[config.mk]
export PLATFORM = sky130hd
export DESIGN_NAME = rfcs_core
export DESIGN_NICKNAME = d
export VERILOG_FILES = /design/src/rtl/rfcs_pkg.sv /design/src/rtl/rfcs_sync_edge.sv /design/src/rtl/rfcs_counter.sv /design/src/rtl/rfcs_core.sv
export SDC_FILE = /design/constraint.sdc
export NUM_CORES = 1
export LEC_CHECK = 0
export BUFFER_PORTS_ARGS = -buffer_cell sky130_fd_sc_hd__buf_2
export CORE_MARGIN = 8
export CORE_UTILIZATION = 50
export CTS_BUF_LIST = sky130_fd_sc_hd__clkbuf_8
export CTS_CLUSTER_DIAMETER = 100
export CTS_CLUSTER_SIZE = 25
export DETAILED_ROUTE_END_ITERATION = 16
export GPL_TIMING_DRIVEN = 1
export PLACE_DENSITY = 0.87
export SLEW_MARGIN = 5
export SYNTH_ARGS = -nofsm -noshare
export SYNTH_HDL_FRONTEND = slang
export SYNTH_SLANG_ARGS = --single-unit
[constraint.sdc]
create_clock -name clk_sys -period 6.4 [get_ports clk_sys]
set_input_delay 0.96 -clock clk_sys [delete_from_list [all_inputs] [get_ports clk_sys]]
set_output_delay 0.96 -clock clk_sys [all_outputs]
set_load 0.05 [all_outputs]
[src/rtl/rfcs_pkg.sv]
package rfcs_pkg;

    // Counter geometry, both counters share it
    localparam int RFCS_CNT_W = 24;
    localparam logic [RFCS_CNT_W-1:0] RFCS_CNT_ZERO = 24'h000000;
    localparam logic [RFCS_CNT_W-1:0] RFCS_CNT_ONE = 24'h000001;
    localparam logic [RFCS_CNT_W-1:0] RFCS_CNT_ONES = 24'hffffff;

    // Sequencer phases
    typedef enum logic [1:0] {
        RFCS_IDLE,
        RFCS_REF,
        RFCS_SENSOR_A,
        RFCS_SENSOR_B
    } rfcs_phase_type;

    // Start bits of the oscillation trigger register
    typedef struct packed {
        logic reference_start_bit;
        logic sensor_a_start_bit;
        logic sensor_b_start_bit;
    } rfcs_trig_type;

    // Event flag register fields
    typedef struct packed {
        logic reference_done_flag;
        logic sensor_a_done_flag;
        logic sensor_b_done_flag;
        logic measure_overflow_flag;
        logic time_base_overflow_flag;
    } rfcs_flags_type;

    localparam rfcs_trig_type RFCS_TRIG_RESET = 3'h0;
    localparam rfcs_flags_type RFCS_FLAGS_RESET = 5'h00;

endpackage : rfcs_pkg

[src/rtl/rfcs_sync_edge.sv]
`timescale 1ns/100ps

// Two-flop synchroniser with rising edge detect behind it
module rfcs_sync_edge
(
    input wire logic clk_sys,
    input wire logic rst,
    input wire logic async_in,
    output logic level_out,
    output logic rise_out
);

    typedef struct packed {
        logic meta;
        logic stable;
        logic prev;
    } rfcs_sync_state_type;

    rfcs_sync_state_type state_reg;
    rfcs_sync_state_type state_next;

    // First flop feeds only the second; edge taken on later stages
    always_comb
    begin
        state_next = state_reg;
        state_next.meta = async_in;
        state_next.stable = state_reg.meta;
        state_next.prev = state_reg.stable;
    end

    always_ff @(posedge clk_sys or posedge rst)
    begin
        if (rst)
        begin
            state_reg <= 3'h0;
        end
        else
        begin
            state_reg <= state_next;
        end
    end

    assign level_out = state_reg.stable;
    assign rise_out = state_reg.stable & ~state_reg.prev;

endmodule : rfcs_sync_edge

[src/rtl/rfcs_counter.sv]
`timescale 1ns/100ps

// Presettable up/down counter with wrap and zero-reach strobes
module rfcs_counter
#(
    parameter int W = rfcs_pkg::RFCS_CNT_W
)
(
    input wire logic clk_sys,
    input wire logic rst,
    input wire logic load,
    input wire logic [W-1:0] load_value,
    input wire logic count_up,
    input wire logic count_down,
    output logic [W-1:0] value,
    output logic wrap_up,
    output logic reach_zero
);

    typedef struct packed {
        logic [W-1:0] cnt;
    } rfcs_cnt_state_type;

    rfcs_cnt_state_type state_reg;
    rfcs_cnt_state_type state_next;

    // Preset wins over counting
    always_comb
    begin
        state_next = state_reg;
        if (load)
        begin
            state_next.cnt = load_value;
        end
        else if (count_up)
        begin
            state_next.cnt = W'(state_reg.cnt + 1'b1);
        end
        else if (count_down)
        begin
            state_next.cnt = W'(state_reg.cnt - 1'b1);
        end
    end

    always_ff @(posedge clk_sys or posedge rst)
    begin
        if (rst)
        begin
            state_reg <= '0;
        end
        else
        begin
            state_reg <= state_next;
        end
    end

    assign value = state_reg.cnt;
    // All ones stepping to zero, and one stepping down to zero
    assign wrap_up = count_up & ~load & (state_reg.cnt == {W{1'b1}});
    assign reach_zero = count_down & ~load & (state_reg.cnt == W'(1));

endmodule : rfcs_counter

[src/rtl/rfcs_core.sv]
`timescale 1ns/100ps

module rfcs_core
#(
    parameter int CNT_W = rfcs_pkg::RFCS_CNT_W
)
(
    input wire logic clk_sys,
    input wire logic rst,
    input wire logic converter_enable,
    input wire logic continuous_oscillation_enable,
    input wire logic event_counter_select,
    input wire logic osc_clk_in,
    input wire logic event_clk_in,
    input wire logic divided_operating_clock,
    input wire logic trig_wr,
    input wire rfcs_pkg::rfcs_trig_type trig_wdata,
    input wire logic mc_wr,
    input wire logic [CNT_W-1:0] mc_wdata,
    input wire logic tc_wr,
    input wire logic [CNT_W-1:0] tc_wdata,
    input wire logic flag_clr,
    input wire rfcs_pkg::rfcs_flags_type flag_clr_mask,
    input wire rfcs_pkg::rfcs_flags_type flag_irq_enable,
    output rfcs_pkg::rfcs_trig_type trig_status,
    output rfcs_pkg::rfcs_flags_type flags,
    output logic [CNT_W-1:0] measurement_counter,
    output logic [CNT_W-1:0] time_base_counter,
    output logic osc_clk_monitor,
    output logic irq
);

    typedef struct packed {
        rfcs_pkg::rfcs_phase_type phase;
        rfcs_pkg::rfcs_trig_type trig;
        rfcs_pkg::rfcs_flags_type flags;
        logic monitor;
    } rfcs_core_state_type;

    rfcs_core_state_type state_reg;
    rfcs_core_state_type state_next;

    logic count_src;
    logic src_level;
    logic src_rise;
    logic tb_rise;
    logic running;
    logic in_ref;
    logic in_sensor;
    logic mc_up;
    logic tc_up;
    logic tc_down;
    logic tc_load;
    logic [CNT_W-1:0] tc_load_value;
    logic mc_wrap;
    logic tc_wrap;
    logic tc_reach_zero;
    logic tc_is_zero;
    logic start_ref;
    logic start_a;
    logic start_b;
    logic abort_req;
    logic ref_mc_end;
    logic ref_tc_end;
    logic sen_tc_end;
    logic sen_mc_end;
    logic auto_stop;
    rfcs_pkg::rfcs_flags_type flag_set;
    rfcs_pkg::rfcs_flags_type flag_keep;

    // Counting source: internal oscillator or external pulses
    assign count_src = event_counter_select ? event_clk_in : osc_clk_in;

    // Oscillation clock edges brought into the system clock domain
    rfcs_sync_edge u_src_sync
    (
        .clk_sys(clk_sys),
        .rst(rst),
        .async_in(count_src),
        .level_out(src_level),
        .rise_out(src_rise)
    );

    // Divided operating clock turned into one-cycle ticks
    rfcs_sync_edge u_tb_sync
    (
        .clk_sys(clk_sys),
        .rst(rst),
        .async_in(divided_operating_clock),
        .level_out(),
        .rise_out(tb_rise)
    );

    // Phase decode
    assign running = state_reg.phase != rfcs_pkg::RFCS_IDLE;
    assign in_ref = state_reg.phase == rfcs_pkg::RFCS_REF;
    assign in_sensor = (state_reg.phase == rfcs_pkg::RFCS_SENSOR_A)
                       || (state_reg.phase == rfcs_pkg::RFCS_SENSOR_B);

    // Start requests taken only from idle with the converter enabled
    assign start_ref = trig_wr && !running && converter_enable
                       && trig_wdata.reference_start_bit;
    assign start_a = trig_wr && !running && converter_enable
                     && !trig_wdata.reference_start_bit && trig_wdata.sensor_a_start_bit;
    assign start_b = trig_wr && !running && converter_enable
                     && !trig_wdata.reference_start_bit && !trig_wdata.sensor_a_start_bit
                     && trig_wdata.sensor_b_start_bit;

    // Zero written to the bit of the running phase
    always_comb
    begin
        abort_req = 1'b0;
        if (trig_wr)
        begin
            case (state_reg.phase)
                rfcs_pkg::RFCS_REF: abort_req = !trig_wdata.reference_start_bit;
                rfcs_pkg::RFCS_SENSOR_A: abort_req = !trig_wdata.sensor_a_start_bit;
                rfcs_pkg::RFCS_SENSOR_B: abort_req = !trig_wdata.sensor_b_start_bit;
                default: abort_req = 1'b0;
            endcase
        end
    end

    // Counter steering; counters freeze when no phase runs
    assign mc_up = running && src_rise;
    assign tc_up = in_ref && tb_rise;
    assign tc_is_zero = time_base_counter == rfcs_pkg::RFCS_CNT_ZERO;
    assign tc_down = in_sensor && tb_rise && !tc_is_zero;

    // Reference start forces the time base to zero
    assign tc_load = tc_wr || start_ref;
    assign tc_load_value = start_ref ? rfcs_pkg::RFCS_CNT_ZERO : tc_wdata;

    rfcs_counter #(.W(CNT_W)) u_measure_cnt
    (
        .clk_sys(clk_sys),
        .rst(rst),
        .load(mc_wr),
        .load_value(mc_wdata),
        .count_up(mc_up),
        .count_down(1'b0),
        .value(measurement_counter),
        .wrap_up(mc_wrap),
        .reach_zero()
    );

    rfcs_counter #(.W(CNT_W)) u_time_base_cnt
    (
        .clk_sys(clk_sys),
        .rst(rst),
        .load(tc_load),
        .load_value(tc_load_value),
        .count_up(tc_up),
        .count_down(tc_down),
        .value(time_base_counter),
        .wrap_up(tc_wrap),
        .reach_zero(tc_reach_zero)
    );

    // End causes for each phase
    assign ref_mc_end = in_ref && mc_wrap;
    assign ref_tc_end = in_ref && tc_wrap;
    assign sen_tc_end = in_sensor && (tc_reach_zero || tc_is_zero);
    assign sen_mc_end = in_sensor && mc_wrap;

    // Continuous mode suppresses every automatic stop
    assign auto_stop = !continuous_oscillation_enable
                       && (ref_mc_end || ref_tc_end || sen_tc_end || sen_mc_end);

    // Flag set causes, only when the phase really ends
    always_comb
    begin
        flag_set = rfcs_pkg::RFCS_FLAGS_RESET;
        if (!continuous_oscillation_enable)
        begin
            flag_set.reference_done_flag = ref_mc_end;
            flag_set.time_base_overflow_flag = ref_tc_end;
            flag_set.sensor_a_done_flag = sen_tc_end
                && (state_reg.phase == rfcs_pkg::RFCS_SENSOR_A);
            flag_set.sensor_b_done_flag = sen_tc_end
                && (state_reg.phase == rfcs_pkg::RFCS_SENSOR_B);
            flag_set.measure_overflow_flag = sen_mc_end;
        end
    end

    // Write-one-to-clear mask, applied only on a clear strobe
    assign flag_keep = flag_clr ? rfcs_pkg::rfcs_flags_type'(~flag_clr_mask)
                                : rfcs_pkg::rfcs_flags_type'({$bits(flag_keep){1'b1}});

    // Sequencer and flag update
    always_comb
    begin
        state_next = state_reg;
        // Set wins over a clear in the same cycle
        state_next.flags = rfcs_pkg::rfcs_flags_type'(
            (state_reg.flags & flag_keep) | flag_set);
        state_next.monitor = running && src_level;
        case (state_reg.phase)
            rfcs_pkg::RFCS_IDLE:
            begin
                state_next.trig = rfcs_pkg::RFCS_TRIG_RESET;
                if (start_ref)
                begin
                    state_next.phase = rfcs_pkg::RFCS_REF;
                    state_next.trig.reference_start_bit = 1'b1;
                end
                else if (start_a)
                begin
                    state_next.phase = rfcs_pkg::RFCS_SENSOR_A;
                    state_next.trig.sensor_a_start_bit = 1'b1;
                end
                else if (start_b)
                begin
                    state_next.phase = rfcs_pkg::RFCS_SENSOR_B;
                    state_next.trig.sensor_b_start_bit = 1'b1;
                end
            end
            rfcs_pkg::RFCS_REF,
            rfcs_pkg::RFCS_SENSOR_A,
            rfcs_pkg::RFCS_SENSOR_B:
            begin
                // Any stop leaves the counters holding their values
                if (abort_req || auto_stop || !converter_enable)
                begin
                    state_next.phase = rfcs_pkg::RFCS_IDLE;
                    state_next.trig = rfcs_pkg::RFCS_TRIG_RESET;
                end
            end
            default:
            begin
                state_next.phase = rfcs_pkg::RFCS_IDLE;
                state_next.trig = rfcs_pkg::RFCS_TRIG_RESET;
            end
        endcase
    end

    always_ff @(posedge clk_sys or posedge rst)
    begin
        if (rst)
        begin
            state_reg.phase <= rfcs_pkg::RFCS_IDLE;
            state_reg.trig <= rfcs_pkg::RFCS_TRIG_RESET;
            state_reg.flags <= rfcs_pkg::RFCS_FLAGS_RESET;
            state_reg.monitor <= 1'b0;
        end
        else
        begin
            state_reg <= state_next;
        end
    end

    // Register-driven outputs
    assign trig_status = state_reg.trig;
    assign flags = state_reg.flags;
    assign osc_clk_monitor = state_reg.monitor;

    // Enabled flags merged into one request line
    assign irq = |(state_reg.flags & flag_irq_enable);

endmodule : rfcs_core

==> results of run 1 <==
==> layout make-up <==
class	count	area, µm²
clock buffers	9	124
clock inverters	6	46.3
fillers	706	2940
inverters	10	37.5
multi-input cells	338	2120
flip-flops and latches	65	1630
well taps	102	128
repair buffers	132	666
==> path summary, 6_finish.rpt <==
kind | start | cells after the start | endpoint
worst max-delay path | u_time_base_cnt.value[4] | 6 | u_time_base_cnt.value[23]
worst min-delay path | u_tb_sync.state_next[1] | 0 | u_tb_sync.level_out
worst max register to register | u_time_base_cnt.value[4] | 6 | u_time_base_cnt.value[23]
worst min register to register | u_tb_sync.state_next[1] | 0 | u_tb_sync.level_out
max in group asynchronous | rst | 3 | u_time_base_cnt.value[23]
min in group asynchronous | rst | 3 | u_measure_cnt.value[5]
==> stage by stage <==
step | std cells | total power, µW | utilization [%]
final | 662 | 1110 | 61.7
after global routing | 662 | 1160 | 61.7
after CTS | 662 | 1110 | 61.7
after detailed placement | 647 | 803 | 59.5
after global placement | 647 | 794 | 59.5
after floorplan | 444 | 713 | -
==> logic make-up (layout without fill, tap and decap cells) <==
kind of cell / Yosys count / in the layout / synth area share [%]
simple gates: 170 / 170 / 24.2
compound gates: 114 / 114 / 16.8
flops: 65 / 65 / 41.1
xor+xnor: 46 / 46 / 10.2
buf+inv: 41 / 157 / 5.28
fa+ha+maj: 5 / 5 / 1.58
mux: 3 / 3 / 0.791
==> layer usage <==
layer	global-route usage (%)	share of wire (%)
met1	26.9	44
met2	31.7	48
met3	5.84	7.1
met4	7.44	1.0
met5	0	0
==> power breakdown <==
group	total, µW	internal (µW)	switching (µW)
Sequential	501	446	55.6
Combinational	295	86.6	208
Clock	310	139	171
Total	1110	672	434
==> cells in the final DEF, fill, tap and decap left out, drive strengths merged, types with 4 or more instances in the layout <==
master,count
clkinv,4
ha,5
xnor2,33
a22oi,4
xor2,13
or4,4
buf,132
and2,4
inv,10
nand4b,4
a21oi,39
nor3,10
nand2,46
o21ai,51
and3,6
nand4,21
nand3,21
clkbuf,9
dfrtp,65
nand3b,4
nor4,11
a22o,4
nor2,26
==> implementation parameters, run 1 <==
Parameter                              Value

Floorplanning
  Horizontal die dimension    105 µm
  Initial standard-cell utilization of the core    about half
  Number of standard-cell rows in the floorplan    32
  Core box area    between 7000 and 8000 µm²
  Ports placed on the boundary    around 130
  Die area    ~11000 µm²
  Chip height    105 µm

Timing
  Final setup slack of the worst path    about 3.5 ns
  Actual transition at the worst max-transition pin    approximately 1.0 ns
  Slew HR    31.3%
  Max Clock Freq    around 0.35 GHz
  Worst-case clock skew    between 0.01 and 0.015 ns
  Setup repair after global routing missed its margin    false
  Count of final max-slew check failures    0
  Final setup violation count    0
  Minimum clock period after layout    2.87 ns
  Share of the clock period used by the worst path after layout    44.9%
  Total Negative Setup Slacks    0 ns
  Worst Hold Margin    between 0.3 and 0.4 ns
  Final hold violation count    0

Clock tree
  Buffer cell driving the clock tree root    clkbuf_8
  Cells resized by post-CTS repair    0
  Number of H-tree levels    3
  # hold bufs at CTS    0
  TritonCTS clock tree    built
  Latest clock arrival within the worst-skew pair    0.35 ns
  Max Root-Sink Buffers    2
  Clock slew seen by the registers of the worst setup and hold paths    about 0.070 ns
  Post-CTS setup buffer count    0
  Total clock buffers created by CTS    9
  Number of clock sinks    65

Status
  Status    finished clean

Critical path
  Setup slack of the most critical reg-to-reg path    between 3 and 4 ns
  Data arrival time of the critical path    3.09 ns
  Kind of critical path    register to register
  Maximum net fanout on the critical path    25
  Category of cells accounting for the largest share of critical-path delay    compound AO/OA/AOI/OAI gates
  Critical Path End Type    register
  Maximum cell stage delay along the critical path    around 0.87 ns
  Buf/Inv on CP    0
  Cells traversed along the worst timing path    nor4_1 -> nand4_1 -> o31ai_4 -> nor4_1 -> a32o_1 -> a41o_1
  Data required time at the worst endpoint    around 6.6 ns
  CP startpoint kind    register
  Cell occurring most often along the worst timing path    nor4_1
  Slowest cell on the critical path    o31ai_4

Pwr
  Leakage power figure    slightly above 0.002 µW
  Worst vdd ir    between 0.00015 and 0.0002 V
  Pwr per Cell Area    ~230 nW/µm²

Route
  Starting DRT DRC Count    between 200 and 300
  TritonRoute pass-1 iters    4
  Via-per-instance ratio    ~5.7
  Routed Antenna Nets    0
  Detailed-route wire length    roughly 11000 µm
  Number of remaining DRC errors    0
  WL/cell    17.1 µm
  Via count    about 3.8k

Worst hold path
  Hold/Removal Path Class    register to register

Final layout
  Layout overhead on the synthesized area    20.0%
  Antenna diode instance count    0
  Layout net count    ~630
  Share of final-layout standard cells stronger than drive strength 1    28.7%
  Finished Cell Area    ~4700 µm²

GRT
  Antenna violations before repair    0
  First-pass GRT wire length    around 19000 µm
  Number of global-route vias before repair    about 3.8k
  Total track usage    roughly a fifth
  GRT Residual Overflow    0
  Largest net degree at the start of global routing    66

Logic synthesis
  Area contributors post-synth    dfrtp_1 41%, xnor2_1 7.3%, o21ai_0 6.3%
  Library cell with the largest summed area after synthesis    dfrtp_1
  Post-synth EDFFs    0
  Register area share after synthesis    about two fifths
  Fraction of synthesized cell area taken by the top area cell type    about two fifths
  Synth top cells by count    65 x dfrtp_1, 50 x o21ai_0, 46 x nand2_1, 39 x a21oi_1, 33 x xnor2_1
  Netlist area before placement    3950 µm²
  Total of flip-flops plus latches after synthesis    between 60 and 70
  Synth unique cells    53
  Syn. warnings    0
  Most frequently used cell type in the post-synthesis netlist    dfrtp_1
  Post-synth net total    522
  Main flop type after synthesis    dfrtp_1
  Share of synthesized flip-flops with an asynchronous set or reset    between 90% and 100%
  Synthesized instance count    between 400 and 500
  Average footprint of a synthesized cell    slightly below 9 µm²

Placed design
  Number of buffer cells added on primary ports    between 100 and 150
  Worst Setup Slack post-DPL    between 3 and 4 ns
  Detailed placement HPWL    about 8400 µm
  Placer Congestion    a little under 0.9
  Placed cell areas    4580 µm²

Flow run
  Max-Cap Viols    0
(Power assumes the default switching activity.)
==> inputs of run 2 (changes only) <==
==> constraint.sdc (replaced) <==
create_clock -name clk_sys -period 2.99 [get_ports clk_sys]
set_input_delay 0.4485 -clock clk_sys [delete_from_list [all_inputs] [get_ports clk_sys]]
set_output_delay 0.4485 -clock clk_sys [all_outputs]
set_load 0.05 [all_outputs]
==> implementation parameters, run 2 (synthesis gave the netlist of run 1 again) <==
Parameter                              Value

Status
  Status    finished clean (unchanged)

Route
  Routed Antenna Nets    0 (unchanged)
  Detailed-route wire length    11200 µm (was 11300 µm)
  Via-per-instance ratio    5.68 (was 5.70)
  Number of remaining DRC errors    0 (unchanged)
  TritonRoute pass-1 iters    5 (was 4)
  WL/cell    16.7 µm (was 17.1 µm)
  Via count    3829 (was 3775)
  Starting DRT DRC Count    231 (was 263)

Critical path
  Slowest cell on the critical path    nor4_1 (was o31ai_4)
  Maximum net fanout on the critical path    24 (was 25)
  Buf/Inv on CP    1 (was 0)
  Kind of critical path    register to register (unchanged)
  Data required time at the worst endpoint    3.25 ns (was 6.62 ns)
  Data arrival time of the critical path    2.70 ns (was 3.09 ns)
  Cell occurring most often along the worst timing path    a21oi_1 (was nor4_1)
  Category of cells accounting for the largest share of critical-path delay    simple AND/OR/NAND/NOR gates (was compound AO/OA/AOI/OAI gates)
  Cells traversed along the worst timing path    nor4_1 -> nand4b_4 -> o31ai_4 -> buf_4 -> a21oi_1 -> xnor2_1 -> a21oi_1 (was nor4_1 -> nand4_1 -> o31ai_4 -> nor4_1 -> a32o_1 -> a41o_1)
  Maximum cell stage delay along the critical path    0.68 ns (was 0.87 ns)
  CP startpoint kind    register (unchanged)
  Critical Path End Type    register (unchanged)

Pwr
  Leakage power figure    0.00210 µW (was 0.00202 µW)
  Worst vdd ir    0.000294 V (was 0.000151 V)
  Post-layout power    2480 µW (was 1110 µW)
  Pwr per Cell Area    510 nW/µm² (was 233 nW/µm²)

Floorplanning
  Core box area    7690 µm² (unchanged)
  Die area    11000 µm² (unchanged)
  Ports placed on the boundary    131 (unchanged)
  Number of standard-cell rows in the floorplan    32 (unchanged)
  Initial standard-cell utilization of the core    51.4% (unchanged)
  Chip height    105 µm (unchanged)
  Horizontal die dimension    105 µm (unchanged)

Clock tree
  Cells resized by post-CTS repair    0 (unchanged)
  Buffer cell driving the clock tree root    clkbuf_8 (unchanged)
  Max Root-Sink Buffers    2 (unchanged)
  Clock slew seen by the registers of the worst setup and hold paths    0.08 ns (was 0.07 ns)
  Post-CTS setup buffer count    0 (unchanged)
  Latest clock arrival within the worst-skew pair    0.35 ns (about the same)
  Number of clock sinks    65 (unchanged)
  # hold bufs at CTS    0 (unchanged)
  Total clock buffers created by CTS    9 (unchanged)
  TritonCTS clock tree    built (unchanged)
  Number of H-tree levels    3 (unchanged)

GRT
  GRT Residual Overflow    0 (unchanged)
  Global routing usage on met2    32.1% (was 31.7%)
  Total track usage    20.3% (was 20.6%)
  Antenna violations before repair    0 (unchanged)
  Number of global-route vias before repair    3853 (was 3843)
  First-pass GRT wire length    18700 µm (was 19100 µm)
  Most Used Layer, Global Route    met2 (unchanged)
  Met1 capacity usage during global routing    26.1% (was 26.9%)
  Routing usage on met3    5.10% (was 5.84%)
  Largest net degree at the start of global routing    50 (was 66)

Timing
  Actual transition at the worst max-transition pin    0.728 ns (was 1.03 ns)
  Setup repair after global routing missed its margin    false (unchanged)
  Worst-case clock skew    0.0145 ns (was 0.0119 ns)
  Final setup violation count    0 (unchanged)
  Max Clock Freq    0.410 GHz (was 0.348 GHz)
  Total Negative Setup Slacks    0 ns (unchanged)
  Count of final max-slew check failures    0 (unchanged)
  Slew HR    51.0% (was 31.3%)
  Minimum clock period after layout    2.44 ns (was 2.87 ns)
  Final hold violation count    0 (unchanged)
  Share of the clock period used by the worst path after layout    81.6% (was 44.9%)
  Worst Hold Margin    0.155 ns (was 0.356 ns)

Final layout
  Count of filler cells inserted in the layout    695 (was 706)
  Layout net count    645 (was 634)
  Layout overhead on the synthesized area    22.9% (was 20.0%)
  Share of final-layout standard cells stronger than drive strength 1    30.2% (was 28.7%)
  Antenna diode instance count    0 (unchanged)
  Most frequent standard cell in the layout excluding fill and tap cells    buf_2 (unchanged)
  Commonest non-fill, non-tap cells in the layout    130 x buf_2, 65 x dfrtp_1, 50 x o21ai_0 (unchanged)
  Final instance count without filler cells    674 (was 662)

Placed design
  Number of placed instances with taps included    658 (was 647)
  Number of buffer cells added on primary ports    130 (unchanged)
  Detailed placement HPWL    8590 µm (was 8420 µm)
  Placer Congestion    0.941 (was 0.868)

Flow run
  Max-Cap Viols    0 (unchanged)

Worst hold path
  Hold/Removal Path Class    input port to async pin (was register to register)
-- run 2: changes by cell type in the layout (fill, tap and decap cells not counted), sizes merged --
cell and delta:
buf +11, bufinv +1, clkinv -1, clkinvlp -1, inv +2
-- run 2: final timing paths --
path,from,end,slack (ns),cells past startpoint
max in group asynchronous,rst,u_time_base_cnt.value[6],2.11,3
worst max-delay path,u_time_base_cnt.value[20],u_time_base_cnt.value[18],0.55,7
worst min register to register,u_src_sync.state_next[1],u_src_sync.level_out,0.35,0
worst max register to register,u_time_base_cnt.value[20],u_time_base_cnt.value[18],0.55,7
min in group clk_sys,divided_operating_clock,u_tb_sync.state_next[1],0.21,1
worst min-delay path,rst,state_reg[10],0.16,2
-- run 2: routing by layer --
metal | wire (µm) | vias up
met1 | 4900 | 1781
met2 | 5220 | 173
li1 | - | 1852
met4 | 238 | 0
met3 | 859 | 23
met5 | 0 | -
-- run 2: through the flow --
stage                     setup slack, ns  utilization (%)  area (µm²)
after floorplan                     0.507                -        3950
after global placement              0.630             60.6        4660
after detailed placement            0.609             60.6        4660
after CTS                           0.593             63.2        4860
after global routing                0.387             63.2        4860
final                               0.550             63.2        4860
-- run 2: final cells by class --
class / count / area (µm²) / share of cell area, %
clock inverters: 7 / 77.6 / 1.60
flip-flops and latches: 65 / 1630 / 33.5
repair buffers: 143 / 748 / 15.4
inverters: 10 / 37.5 / 0.772
clock buffers: 9 / 124 / 2.55
well taps: 102 / 128 / 2.63
multi-input cells: 338 / 2120 / 43.6
-- run 2: where the power goes --
group	internal (µW)	total, µW	switching [µW]	leakage [µW]
Combinational	191	637	446	0.00120
Clock	392	770	378	0.000100
Sequential	953	1070	121	0.000792
-- run 2: worst reg2reg max path, delay by kind of cell (launching register included) --
kind / cells / cell delay, ns
simple gates: 2 / 0.89
compound gates: 3 / 0.56
flops: 1 / 0.47
buf+inv: 1 / 0.30
xor+xnor: 1 / 0.13
